--- src/hdl/tapo_consts.vh ---
// Constants for the triple pipelined converter output logic.
// Assumes one core clock, of which the sample clock is a fixed division.
`ifndef TAPO_CONSTS_VH
`define TAPO_CONSTS_VH

`define TAPO_WORD_W        8       // Output word width
`define TAPO_NUM_STAGES    7       // Six redundant stages plus final flash
`define TAPO_CODE_W        2       // Bits per stage result
`define TAPO_ALIGN_DEPTH   4       // Sample strobes from stage 0 to alignment
`define TAPO_SUM_W         10      // Width of the correction sum
`define TAPO_WORD_MAX      10'h0ff // Largest output code
`define TAPO_PHASE_DIV     4       // Core cycles per sample clock cycle
`define TAPO_PH_SAMP       2'h0    // Phase count: sampling phase
`define TAPO_PH_GAP1       2'h1    // Phase count: gap after sampling
`define TAPO_PH_HOLD       2'h2    // Phase count: holding phase
`define TAPO_PH_GAP2       2'h3    // Phase count: gap after holding
`define TAPO_INVALID_CYC   20      // Sample cycles of invalid data at start
`define TAPO_LATENCY_CYC   5       // Output latency in sample cycles

`endif

--- src/hdl/tapo_top.v ---
// Digital side of a triple pipelined converter: phases, alignment,
// correction, double latching and output coding for three channels.
// Assumes stage codes come from comparators latched by our own phases
// (same clock domain) and the format select pin is asynchronous.
`include "tapo_consts.vh"
`default_nettype none

module tapo_channel #(
    parameter integer STAGES = `TAPO_NUM_STAGES,
    parameter integer WORD_W = `TAPO_WORD_W
) (
    // Clock and reset
    input  wire                   core_clk,
    input  wire                   reset,
    // Phase strobes from the shared phase generator
    input  wire                   sampStb,
    input  wire                   holdStb,
    // Stage results, stage 0 in the low bits
    input  wire [2*STAGES-1:0]    stageCodes,
    // Coding select, already synchronised
    input  wire                   fmtTwos,
    // Output word
    output reg  [WORD_W-1:0]      word_ff
);
    wire [2*STAGES-1:0] alignedCodes;     // Tails of all delay chains
    reg  [WORD_W-1:0]   latchA_ff;        // First output latch stage
    reg  [`TAPO_SUM_W-1:0] sum;           // Corrected sum
    reg  [WORD_W-1:0]   clipped;          // Sum clipped to the word range
    integer             k;                // Stage index in the adder

    genvar m;
    generate
        for (m = 0; m < STAGES; m = m + 1) begin : gStage
            // Chain length so every stage reaches the end together
            localparam integer LEN = `TAPO_ALIGN_DEPTH - ((m + 1) / 2);
            reg [1:0]         cap_ff;     // Code caught at its own phase
            reg [2*LEN-1:0]   chain_ff;   // Delay line on sampling strobes
            // Even stages resolve in holding phase, odd in sampling phase
            wire capStb = (m % 2 == 0) ? holdStb : sampStb;
            // Catch the stage code at the end of its active phase
            always @(posedge core_clk) begin
                if (reset) begin
                    cap_ff <= 2'h0;
                end else if (capStb) begin
                    cap_ff <= stageCodes[2*m +: 2];
                end
            end
            // Shift the delay line on the internal sampling strobe
            if (LEN > 1) begin : gLong
                // Longer chains move two bits along per strobe
                always @(posedge core_clk) begin
                    if (reset) begin
                        chain_ff <= {(2*LEN){1'b0}};
                    end else if (sampStb) begin
                        chain_ff <= {chain_ff[2*LEN-3:0], cap_ff};
                    end
                end
            end else begin : gShort
                // A single slot simply follows the catch register
                always @(posedge core_clk) begin
                    if (reset) begin
                        chain_ff <= {(2*LEN){1'b0}};
                    end else if (sampStb) begin
                        chain_ff <= cap_ff;
                    end
                end
            end
            assign alignedCodes[2*m +: 2] = chain_ff[2*LEN-1 -: 2];
        end
    endgenerate

    // Overlapping add: each redundant stage weighs one bit less than the last
    always @* begin
        sum = {`TAPO_SUM_W{1'b0}};
        for (k = 0; k < STAGES; k = k + 1) begin
            sum = sum + ({{(`TAPO_SUM_W-2){1'b0}}, alignedCodes[2*k +: 2]}
                  << (STAGES - 1 - k));
        end
        // Over-range from redundancy saturates at full scale
        if (sum > `TAPO_WORD_MAX) begin
            clipped = {WORD_W{1'b1}};
        end else begin
            clipped = sum[WORD_W-1:0];
        end
    end

    // Double latching: holding strobe then next sampling strobe
    always @(posedge core_clk) begin
        if (reset) begin
            latchA_ff <= {WORD_W{1'b0}};
            word_ff   <= {WORD_W{1'b0}};
        end else begin
            // First stage catches the corrected word while the chains stand still
            if (holdStb) begin
                latchA_ff <= clipped;
            end
            // Second stage updates the bus once per sample cycle
            if (sampStb) begin
                // Two's complement is offset binary with the top bit flipped
                word_ff <= {latchA_ff[WORD_W-1] ^ fmtTwos,
                            latchA_ff[WORD_W-2:0]};
            end
        end
    end
endmodule

module tapo_top #(
    parameter integer WORD_W  = `TAPO_WORD_W,
    parameter integer STAGES  = `TAPO_NUM_STAGES,
    parameter integer INVALID = `TAPO_INVALID_CYC
) (
    // Clock and reset
    input  wire                   core_clk,
    input  wire                   reset,
    // Static coding select pin: low offset binary, high two's complement
    input  wire                   format_select,
    // Stage results of the three channels
    input  wire [2*STAGES-1:0]    redStageCodes,
    input  wire [2*STAGES-1:0]    grnStageCodes,
    input  wire [2*STAGES-1:0]    bluStageCodes,
    // Phase outputs to the switched-capacitor front ends
    output reg                    sampPhase_ff,
    output reg                    holdPhase_ff,
    // Output words
    output wire [WORD_W-1:0]      redWord_ff,
    output wire [WORD_W-1:0]      grnWord_ff,
    output wire [WORD_W-1:0]      bluWord_ff,
    // Word status
    output reg                    wordStb_ff,
    output reg                    dataValid_ff
);
    reg  [1:0]  phaseCnt_ff;          // Position in the sample clock cycle
    reg  [1:0]  nxt_phaseCnt;         // Next phase position
    reg         fmtMeta_ff;           // Select pin, first synchroniser stage
    reg         fmtSync_ff;           // Select pin, second synchroniser stage
    reg  [4:0]  warmCnt_ff;           // Sample cycles since reset
    wire        sampStb;              // Last core cycle of the sampling phase
    wire        holdStb;              // Last core cycle of the holding phase

    // Strobes mark the falling edge of each phase
    assign sampStb = (phaseCnt_ff == `TAPO_PH_SAMP);
    assign holdStb = (phaseCnt_ff == `TAPO_PH_HOLD);

    // Phase counter wraps once per sample clock cycle
    always @* begin
        nxt_phaseCnt = phaseCnt_ff + 2'h1;
    end

    // Sampling and holding phases separated by a gap cycle each
    always @(posedge core_clk) begin
        if (reset) begin
            // Start one step before sampling so the first strobe follows release
            phaseCnt_ff  <= `TAPO_PH_GAP2;
            sampPhase_ff <= 1'b0;
            holdPhase_ff <= 1'b0;
        end else begin
            phaseCnt_ff  <= nxt_phaseCnt;
            sampPhase_ff <= (nxt_phaseCnt == `TAPO_PH_SAMP);
            holdPhase_ff <= (nxt_phaseCnt == `TAPO_PH_HOLD);
        end
    end

    // Format select pin passes two flops
    always @(posedge core_clk) begin
        if (reset) begin
            fmtMeta_ff <= 1'b0;
            fmtSync_ff <= 1'b0;
        end else begin
            fmtMeta_ff <= format_select;
            fmtSync_ff <= fmtMeta_ff;
        end
    end

    // Warm-up count; words are flagged invalid until it expires
    always @(posedge core_clk) begin
        if (reset) begin
            warmCnt_ff   <= 5'h00;
            dataValid_ff <= 1'b0;
            wordStb_ff   <= 1'b0;
        end else begin
            wordStb_ff <= sampStb;
            // Count stops at the limit so the flag can never fall again
            if (sampStb && (warmCnt_ff != INVALID[4:0])) begin
                warmCnt_ff <= warmCnt_ff + 5'h01;
            end
            if (sampStb && (warmCnt_ff == INVALID[4:0] - 5'h01)) begin
                dataValid_ff <= 1'b1;
            end
        end
    end

    // Three identical channels on the same strobes
    tapo_channel #(.STAGES(STAGES), .WORD_W(WORD_W)) uRed (
        .core_clk   (core_clk),
        .reset      (reset),
        .sampStb    (sampStb),
        .holdStb    (holdStb),
        .stageCodes (redStageCodes),
        .fmtTwos    (fmtSync_ff),
        .word_ff    (redWord_ff)
    );
    tapo_channel #(.STAGES(STAGES), .WORD_W(WORD_W)) uGrn (
        .core_clk   (core_clk),
        .reset      (reset),
        .sampStb    (sampStb),
        .holdStb    (holdStb),
        .stageCodes (grnStageCodes),
        .fmtTwos    (fmtSync_ff),
        .word_ff    (grnWord_ff)
    );
    tapo_channel #(.STAGES(STAGES), .WORD_W(WORD_W)) uBlu (
        .core_clk   (core_clk),
        .reset      (reset),
        .sampStb    (sampStb),
        .holdStb    (holdStb),
        .stageCodes (bluStageCodes),
        .fmtTwos    (fmtSync_ff),
        .word_ff    (bluWord_ff)
    );
    // Latency of five sample cycles follows from the chain lengths
    // plus the two latch stages.
endmodule

`default_nettype wire

--- config.mk ---
export PLATFORM = sky130hd
export DESIGN_NAME = tapo_top
export DESIGN_NICKNAME = d
export VERILOG_FILES = /design/src/hdl/tapo_top.v
export VERILOG_INCLUDE_DIRS = /design/src /design/src/hdl
export SDC_FILE = /design/constraint.sdc
export NUM_CORES = 1
export LEC_CHECK = 0
export BUFFER_PORTS_ARGS = -buffer_cell sky130_fd_sc_hd__buf_2
export CAP_MARGIN = 20
export CORE_UTILIZATION = 50
export CTS_CLUSTER_SIZE = 25
export DETAILED_ROUTE_END_ITERATION = 7
export MAX_ROUTING_LAYER = met4
export PLACE_DENSITY = 0.78
export SLEW_MARGIN = 20
export SYNTH_ARGS = -nofsm -noshare
export SYNTH_HDL_FRONTEND = slang
export SYNTH_SLANG_ARGS = --single-unit
export TNS_END_PERCENT = 30
--- constraint.sdc ---
create_clock -name core_clk -period 4.6 [get_ports core_clk]
set_input_delay 0.69 -clock core_clk [delete_from_list [all_inputs] [get_ports core_clk]]
set_output_delay 0.69 -clock core_clk [all_outputs]
set_load 0.005 [all_outputs]
==> reports/results.tsv, run 1 <==
stage	metric	value	unit
route	routed vias	5306	
route	first-pass iteration count of the detailed router	5	
sta	RSZ-0062 raised after global routing	no	
route	ANT nets after route	0	
synthesis	synthesized area	7900	um^2
sta	endpoints failing hold	0	
synthesis	syn_nets	852	
floorplanning	Chip Width	128	um
clocking	clock root buffer	clkbuf_16	
global_routing	grt ovf	0	
route	DRC	0	
synthesis	top-count cell post-synth	nor2_1	
global_routing	largest net degree at the start of global routing	100	
placement	dpl cell area	8410	um^2
synthesis	Synth top cells by count	nor2_1, dfxtp_1, mux2i_1, ha_1, clkbuf_1	
floorplanning	Cell Rows	45	
route	1st-iter DRT viols	321	
pwr	Pwr Total	3.46	mW
cells_and_area	Final Non-Filler Cells	1054	
global_routing	initial antenna violation count	0	
cells_and_area	NumNets Final	906	
floorplanning	Die Span Y	128	um
placement	detailed placement HPWL	8.83	mm
run	max cap viols	0	
run_status	status	complete, no violations	
synthesis	top_reg_cell synth	dfxtp_1	
clocking	hold buffers post-CTS	0	
pwr	VDD IR-drop max	0.273	mV
critical_path	worst path bufs/invs	2	
route	drt wl/cell	13.1	um
critical_path	Worst Path Max Fanout	70	
cells_and_area	post-route cell area	8980	um^2
sta	Setup Viol. Count Final	0	
synthesis	leading area contributor after synthesis	dfxtp_1	
hold_path	Hold Path Cell Cnt	1	
critical_path	crit path capture type	flop	
synthesis	mean post-synth cell area	10.2	um^2
hold_path	worst hold endpoint	phaseCnt_ff[0]	
clocking	Clock Pin Slew Worst Setup and Hold Paths	0.07	ns
synthesis	post-synth top area share	50.5	%
critical_path	CP max stage delay	0.91	ns
sta	Setup Skew	0.00642	ns
synthesis	Seq/Total Area, Yosys	50.5	%
global_routing	GR Util All Layers	18.4	%
synthesis	register bit total from synthesis	199	
synthesis	count of cell types in the netlist	48	
clocking	clk sinks	199	
floorplanning	core area	15300	um^2
sta	final number of max-transition violations	0	
sta	Tcrit/Tclk final	51.5	%
sta	FMAX	422	MHz
cells_and_area	register area	3980	um^2
cells_and_area	synth-to-layout area growth	13.8	%
critical_path	Setup CP Type	flop to flop	
critical_path	critical-path cell list	inv_1 > ha_4 > buf_4 > mux2i_1 > nor2_1	
synthesis	EDFF count, synth	0	
cells_and_area	area of the multi-input gates	3690	um^2
clocking	CTS resizes	0	
pwr	Leakage	3.56	nW
cells_and_area	fill count	1324	
clocking	setup bufs post-CTS	0	
placement	number of buffers added on ports	72	
critical_path	worst r2r dst	uRed.gStage[2].chain_ff[3]	
clocking	Clock Tree Buf Depth	2	
synthesis	synth top area cells	dfxtp_1, mux2i_1, nor2_1, ha_1, a311oi_1	
floorplanning	# IOs	73	
placement	gp weighted congestion	0.764	
sta	min cycle time layout	2.37	ns
floorplanning	full die area	16300	um^2
sta	TNS Setup	0	ns
clocking	TritonCTS clock tree	yes	
hold_path	Hold Path Origin	phaseCnt_ff[0]	
hold_path	worst min path class	flop to flop	
critical_path	CP required	4.89	ns
global_routing	vias in the first global route	4964	
synthesis	Mapped Cells	777	
clocking	Skew-Pair Late Insertion Delay	0.43	ns
cells_and_area	share of cells above drive strength 1	14.0	%
critical_path	depth of the worst register-to-register path	5	
critical_path	flop-to-flop setup slack	2.23	ns
floorplanning	initial core utilization	51.6	%
sta	slew margin rel.	25.7	%
cells_and_area	diode count	0	
clocking	CTS Buf Count	17	
critical_path	Top delay family on crit path	adder cells	
synthesis	Post-synth ARST share	0	%
global_routing	first-pass GRT wire length	23.4	mm
sta	Worst Tran Pin Value	1.11	ns
critical_path	worst path arrival time	2.66	ns
clocking	# H-tree levels	4	
critical_path	RR Startpoint	phaseCnt_ff[0]	
pwr	cell area power density	385	nW/um^2
route	drt total wl	13.8	mm
critical_path	Slowest-stage cell, CP	ha_4	
synthesis	synth warn	0	
route	Vias/cell	5.03	
critical_path	startpoint types	flop	
placement	Inst Count DP	1023	
==> registers in the layout (all words and copies together) (netlist names), 2 cells and up <==
register	flops
uBlu.gStage.chain_ff	32
uGrn.gStage.chain_ff	32
uRed.gStage.chain_ff	32
uBlu.gStage.cap_ff	14
uGrn.gStage.cap_ff	14
uRed.gStage.cap_ff	14
uBlu.latchA_ff	8
uBlu.word_ff	8
uGrn.latchA_ff	8
uGrn.word_ff	8
uRed.latchA_ff	8
uRed.word_ff	8
warmCnt_ff	5
phaseCnt_ff	2
==> layer usage <==
metal  up-vias  track usage, %  share of wire, %
met1      2447            24.6                50
met5         -               -                 0
met2        81            27.5                45
met4         0            7.06               1.7
met3        18            3.92               3.2
li1       2760               -                 -
==> final cells by class <==
| type | instances | share of cell area, % |
|---|---|---|
| well taps | 211 | 2.94 |
| clock inverters | 10 | 1.06 |
| multi-input cells | 521 | 41.1 |
| repair buffers | 79 | 4.67 |
| clock buffers | 21 | 5.35 |
| inverters | 13 | 0.543 |
| flip-flops and latches | 199 | 44.4 |
==> layout by cell type, fill, tap and decap left out, types with 4 or more instances in the layout <==
| cell | n |
|---|---|
| a311oi_1 | 11 |
| nand2_1 | 10 |
| clkbuf_8 | 4 |
| buf_4 | 7 |
| buf_2 | 71 |
| clkbuf_16 | 17 |
| a211oi_1 | 7 |
| dfxtp_1 | 199 |
| mux2i_1 | 163 |
| a21oi_1 | 8 |
| nor2b_1 | 8 |
| xnor2_1 | 9 |
| o21a_1 | 5 |
| o211ai_1 | 4 |
| nor2_1 | 205 |
| ha_1 | 25 |
| a21o_1 | 5 |
| inv_1 | 13 |
| nand3_1 | 5 |
| nor4_1 | 5 |
| o21ai_0 | 4 |
| xor2_1 | 5 |
==> where the power goes <==
part           leakage [nW]  switching [mW]  internal [mW]  total [mW]
logic                  1.66           0.129          0.104       0.233
clock network         0.282           0.624          0.804        1.43
registers              1.61          0.0260           1.77        1.80
total                  3.56           0.779           2.68        3.46
==> stage by stage <==
stage                     hold WS [ns]  setup WS [ns]  util [%]
after global routing             0.470           2.08      58.6
after global placement           0.419           2.29      54.9
after detailed placement         0.427           2.24      54.9
after floorplan                  0.404           2.52         -
final                            0.439           2.23      58.6
after CTS                        0.444           2.23      58.6
==> kinds of logic after synthesis <==
kind of cell	count (synthesis)	share of synthesized area, %
XOR/XNOR	14	1.55
adder cells (fa/ha/maj)	30	5.04
flip-flops	199	50.5
multiplexers	163	20.7
AO/OA/AOI/OAI	61	5.99
buffers and inverters	57	3.00
AND/OR/NAND/NOR	253	13.3
==> worst max path at each step <==
stage | start | end | depth (start not counted)
after global placement | phaseCnt_ff[0] | uRed.gStage[1].cap_ff[1] | 5
after global routing | phaseCnt_ff[0] | uRed.gStage[2].chain_ff[2] | 5
after floorplan | uBlu.gStage[6].chain_ff[1] | uBlu.latchA_ff[5] | 7
after detailed placement | phaseCnt_ff[0] | uRed.gStage[1].chain_ff[3] | 5
after CTS | phaseCnt_ff[0] | uRed.gStage[2].chain_ff[3] | 5
final | phaseCnt_ff[0] | uRed.gStage[2].chain_ff[3] | 5
Power figures use the tool's default switching activity.
==> run 2, diff against run 1 <==
Settings changed: ABC_AREA set to 1.
Clock period 4.6 ns to 2.3 ns, I/O delays scaled along.
==> run 2 against run 1 <==
- combinational power rose to 3.3 times the previous value
- final area rose by 1.2%
- critical path depth rose by 5
- worst setup slack got worse by 1.8 ns
- synthesized area rose by 1.3%
==> reports/results.tsv, run 2 <==
stage	metric	value	unit
clocking	Clock Pin Slew Worst Setup and Hold Paths	0.06	ns
synthesis	top-count cell post-synth	nor2_1	
floorplanning	Die Span Y	128	um
synthesis	synth warn	0	
run	max cap viols	0	
critical_path	RR Startpoint	uBlu.gStage[6].chain_ff[1]	
floorplanning	full die area	16500	um^2
hold_path	worst min path class	input port to flop	
critical_path	crit path capture type	flop	
critical_path	worst r2r dst	uBlu.latchA_ff[1]	
cells_and_area	diode count	0	
floorplanning	Cell Rows	45	
hold_path	Hold Path Cell Cnt	3	
synthesis	Synth top cells by count	nor2_1, dfxtp_1, o21ai_0, nand2_1, inv_1	
clocking	# H-tree levels	4	
synthesis	mean post-synth cell area	7.50	um^2
cells_and_area	share of cells above drive strength 1	11.9	%
clocking	Clock Tree Buf Depth	2	
synthesis	Seq/Total Area, Yosys	49.8	%
critical_path	worst path arrival time	2.13	ns
synthesis	Post-synth ARST share	0	%
cells_and_area	Top Registers	uBlu.gStage.chain_ff x32, uGrn.gStage.chain_ff x32, uRed.gStage.chain_ff x32	
synthesis	top_reg_cell synth	dfxtp_1	
global_routing	initial antenna violation count	0	
floorplanning	core area	15400	um^2
global_routing	grt ovf	0	
cells_and_area	NumNets Final	1184	
sta	TNS Setup	0	ns
global_routing	vias in the first global route	6092	
route	Vias/cell	4.98	
sta	RSZ-0062 raised after global routing	no	
sta	Setup Skew	0.00735	ns
synthesis	register bit total from synthesis	199	
cells_and_area	commonest cells after routing, fill and taps aside	nor2_1, dfxtp_1, o21ai_0	
route	first-pass iteration count of the detailed router	4	
sta	final number of max-transition violations	0	
clocking	CTS resizes	0	
synthesis	syn_nets	1141	
clocking	clk sinks	199	
cells_and_area	synth-to-layout area growth	13.6	%
route	routed vias	6627	
pwr	Pwr Total	7.48	mW
route	drt wl/cell	12.2	um
pwr	cell area power density	823	nW/um^2
sta	endpoints failing hold	0	
clocking	CTS Buf Count	17	
cells_and_area	most common cell after layout, fill and taps aside	nor2_1	
placement	number of buffers added on ports	72	
sta	slew margin rel.	71.6	%
critical_path	Worst Path Max Fanout	8	
synthesis	synth top area cells	dfxtp_1, nor2_1, o21ai_0, ha_1, nand2_1	
placement	gp weighted congestion	0.857	
critical_path	depth of the worst register-to-register path	10	
sta	FMAX	549	MHz
placement	detailed placement HPWL	10.1	mm
global_routing	first-pass GRT wire length	27.8	mm
clocking	Skew-Pair Late Insertion Delay	0.43	ns
sta	Tcrit/Tclk final	79.1	%
synthesis	EDFF count, synth	0	
run_status	status	complete, no violations	
synthesis	Mapped Cells	1066	
synthesis	count of cell types in the netlist	27	
clocking	setup bufs post-CTS	0	
floorplanning	Chip Width	128	um
critical_path	Setup CP Type	flop to flop	
clocking	TritonCTS clock tree	yes	
route	1st-iter DRT viols	468	
hold_path	worst hold endpoint	fmtMeta_ff	
route	ANT nets after route	0	
floorplanning	initial core utilization	51.8	%
critical_path	flop-to-flop setup slack	0.48	ns
critical_path	startpoint types	flop	
pwr	Leakage	4.56	nW
sta	min cycle time layout	1.82	ns
sta	Setup Viol. Count Final	0	
synthesis	post-synth top area share	49.8	%
critical_path	CP required	2.61	ns
clocking	clock root buffer	clkbuf_16	
pwr	VDD IR-drop max	0.517	mV
hold_path	Hold Path Origin	format_select	
synthesis	leading area contributor after synthesis	dfxtp_1	
clocking	hold buffers post-CTS	0	
global_routing	largest net degree at the start of global routing	75	
sta	Worst Tran Pin Value	0.422	ns
route	DRC	0	
floorplanning	# IOs	73	
synthesis	synthesized area	8000	um^2
route	drt total wl	16.2	mm
cells_and_area	fill count	1460	
global_routing	GR Util All Layers	21.7	%
-- run 2: logic make-up after synthesis --
group,share of synthesized area (%)
simple gates,26.1
compound gates,12.7
flops,49.8
buf+inv,5.49
fa+ha+maj,4.98
xor+xnor,0.986
-- run 2: how the worst max path moves through the flow --
stage | start | to | cells after the start
6_report | uBlu.gStage[6].chain_ff[1] | uBlu.latchA_ff[1] | 10
5_1_grt | uBlu.gStage[6].chain_ff[1] | uBlu.latchA_ff[7] | 10
4_1_cts | uBlu.gStage[6].chain_ff[1] | uBlu.latchA_ff[1] | 10
3_5_place_dp | uBlu.gStage[6].chain_ff[1] | uBlu.latchA_ff[1] | 10
2_1_floorplan | uBlu.gStage[6].chain_ff[1] | uBlu.latchA_ff[7] | 10
3_3_place_gp | uBlu.gStage[6].chain_ff[1] | uBlu.latchA_ff[7] | 10
-- run 2: worst max-delay path: stages (launching register included) --
cell and delay [ns]:
dfxtp_1 0.32, ha_1 0.23, fa_1 0.44, nand2_1 0.09, nand2_1 0.09, nand3_1 0.09, nand2_1 0.05, inv_1 0.06
nand3_2 0.15, nor2_1 0.14, nor2_1 0.05
-- run 2: stage by stage --
stage | setup slack [ns] | std cells | instance area (um^2) | utilization [%] | hold slack [ns]
detailed placement | 0.518 | 1301 | 8530 | 55.3 | 0.422
CTS | 0.476 | 1330 | 9090 | 58.9 | 0.107
global placement | 0.540 | 1301 | 8530 | 55.3 | 0.414
floorplan | 0.639 | 1066 | 8000 | - | 0.388
global route | 0.306 | 1330 | 9090 | 58.9 | 0.119
finish | 0.480 | 1330 | 9090 | 58.9 | 0.126
-- run 2: power by group --
part           total (mW)  internal, mW  switching (mW)  leakage (nW)
combinational       0.776         0.301           0.475          2.66
sequential           3.83          3.70           0.132          1.63
clock                2.87          1.64            1.23         0.275
total                7.48          5.64            1.83          4.56
-- run 2: cell type report --
cell class              instances  area, um^2  share of cell area [%]
clock inverters                 8         100                    1.10
flip-flops and latches        199        3980                    43.8
multi-input cells             762        3590                    39.5
well taps                     211         264                    2.91
clock buffers                  21         460                    5.07
inverters                      44         170                    1.87
repair buffers                 85         520                    5.73
-- run 2: routing by layer --
metal / global-route usage [%] / share of wire (%)
met4: 6.30 / 1.4
met5: - / 0
met3: 4.91 / 3.6
met2: 34.8 / 47
met1: 27.2 / 48
==> run 3, diff against run 2 <==
Clock period 2.3 ns to 1.8 ns, I/O delays scaled along.
==> run 3 against run 2 <==
- final area grew 3.0%
- largest power group unchanged
- largest cell class unchanged
- via count rose by 1.8%
- utilization grew 1.8 points
- die area did not move
- critical endpoint is now uGrn.latchA_ff[0]
- critical path type unchanged
- sequential cell count did not move
==> reports/results.tsv, run 3 (same netlist as run 2, synthesis figures left out) <==
stage	metric	value	unit
clocking	Clock Pin Slew Worst Setup and Hold Paths	0.06	ns
cells_and_area	fill count	1407	
sta	Worst Tran Pin Value	0.459	ns
global_routing	largest net degree at the start of global routing	99	
floorplanning	# IOs	73	
route	drt wl/cell	12.4	um
placement	dpl ws	-0.0117	ns
critical_path	CP required	2.11	ns
critical_path	Worst Path Max Fanout	8	
cells_and_area	most common cell after layout, fill and taps aside	nor2_1	
placement	gp weighted congestion	0.827	
pwr	cell area power density	1070	nW/um^2
pwr	Clock Power Share	40.5	%
global_routing	GR Util All Layers	21.5	%
route	DR top layer	met4	
pwr	Pwr Total	9.98	mW
hold_path	worst min path class	input port to flop	
critical_path	worst path arrival time	2.05	ns
clocking	clk sinks	199	
run	max cap viols	0	
clocking	# H-tree levels	4	
placement	detailed placement HPWL	10.0	mm
route	Met3 Wirelength	614	um
route	1st-iter DRT viols	577	
clocking	TritonCTS clock tree	yes	
route	ANT nets after route	0	
route	routed vias	6744	
pwr	Pint	7.59	mW
route	met2 wire len	7.97	mm
cells_and_area	share of cells above drive strength 1	15.8	%
cells_and_area	register area	3980	um^2
sta	FMAX	578	MHz
pwr	Switching Power	2.39	mW
route	Vias/cell	5.06	
critical_path	crit path capture type	flop	
floorplanning	Cell Rows	45	
floorplanning	full die area	16500	um^2
pwr	VDD IR-drop max	0.941	mV
cells_and_area	area of the multi-input gates	3750	um^2
route	DRC	0	
floorplanning	initial core utilization	51.8	%
clocking	Skew-Pair Late Insertion Delay	0.42	ns
sta	final number of max-transition violations	0	
global_routing	initial antenna violation count	0	
clocking	CTS Buf Count	17	
sta	setup ws final	0.0689	ns
floorplanning	Die Span Y	128	um
pwr	Gate power share	10.4	%
pwr	Flop pwr share	49.1	%
placement	number of buffers added on ports	72	
critical_path	Setup CP Type	flop to flop	
global_routing	first-pass GRT wire length	27.9	mm
sta	Setup Skew	0.0102	ns
pwr	Sw Ratio	24.0	%
sta	min cycle time layout	1.73	ns
clocking	clock root buffer	clkbuf_16	
floorplanning	core area	15400	um^2
global_routing	vias in the first global route	6390	
cells_and_area	commonest cells after routing, fill and taps aside	nor2_1, dfxtp_1, o21ai_0	
clocking	Clock Tree Buf Depth	2	
run_status	status	complete, no violations	
critical_path	startpoint types	flop	
sta	Tcrit/Tclk final	96.2	%
route	drt total wl	16.5	mm
sta	TNS Setup	0	ns
global_routing	grt ovf	0	
cells_and_area	Top Registers	uBlu.gStage.chain_ff x32, uGrn.gStage.chain_ff x32, uRed.gStage.chain_ff x32	
route	first-pass iteration count of the detailed router	5	
sta	endpoints failing hold	0	
cells_and_area	diode count	0	
pwr	Leakage	4.60	nW
placement	Inst Count DP	1301	
sta	Setup Viol. Count Final	0	
sta	slew margin rel.	69.3	%
cells_and_area	NumNets Final	1185	
cells_and_area	Final Non-Filler Cells	1334	
cells_and_area	synth-to-layout area growth	17.1	%
sta	hold slack	0.0535	ns
route	wire length on met1	7.65	mm
floorplanning	Chip Width	128	um
==> run 3: cell count changes in the layout (fill, tap and decap cells not counted), moves of 3 or more <==
cell	delta
fa_2	+3
fa_1	-3
nor2_2	+20
ha_4	+3
ha_1	-5
nand3_4	+3
nand3_1	-3
nand2_2	+4
nand2_1	-4
nor2_1	-22
==> run 3: power groups by stage <==
stage          sequential, mW  clock [mW]  combinational, mW
3_3_place_gp             4.98           0              0.978
4_1_cts                  4.90        4.10               1.01
3_5_place_dp             4.99           0              0.993
2_1_floorplan            4.95           0              0.705
5_1_grt                  4.94        4.28               1.20
6_report                 4.90        4.04               1.04
==> run 3: path summary, 6_finish.rpt <==
| kind | from | end | slack (ns) | cells after the start |
|---|---|---|---|---|
| setup reg to reg | uGrn.gStage[2].chain_ff[5] | uGrn.latchA_ff[0] | 0.07 | 9 |
| hold / removal | format_select | fmtMeta_ff | 0.05 | 3 |
| setup / recovery | uGrn.gStage[2].chain_ff[5] | uGrn.latchA_ff[0] | 0.07 | 9 |
| hold reg to reg | fmtMeta_ff | fmtSync_ff | 0.42 | 2 |
==> run 3: area by class of cell <==
type,instances,area share [%]
sequential,199,42.6
multi-input combinational,762,40.1
timing repair buffer,86,5.91
clock buffer,21,5.03
tap,211,2.82
inverter,44,1.82
clock inverter,11,1.80
==> run 3: repair_timing <==
action / CTS / global route
gates resized for setup: 1 / 43
buffers inserted: 0 / 1
pin swaps: 0 / 9
hold buffers: 0 / 0
endpoints found under the setup margin: 5 / 24
==> run 3: worst max-delay path: stages, from the launching register on <==
cell and delay (ns):
dfxtp_1 0.31, ha_1 0.36, nand2_1 0.11, inv_1 0.06
o21bai_1 0.21, nand2_1 0.10, nand2_1 0.11, nand3_4 0.17
nor2_2 0.13, nor2_1 0.04
==> run 3: stage by stage <==
| stage | instance area, um^2 | utilization [%] |
|---|---|---|
| floorplan | 8000 | - |
| global placement | 8550 | 55.4 |
| detailed placement | 8550 | 55.4 |
| CTS | 9200 | 59.6 |
| global route | 9360 | 60.7 |
| finish | 9360 | 60.7 |
==> run 3: metal layers <==
metal	track usage, %	up-vias
met5	-	-
met4	6.57	0
met3	4.95	22
met2	37.0	122
met1	24.7	3111
li1	-	3489
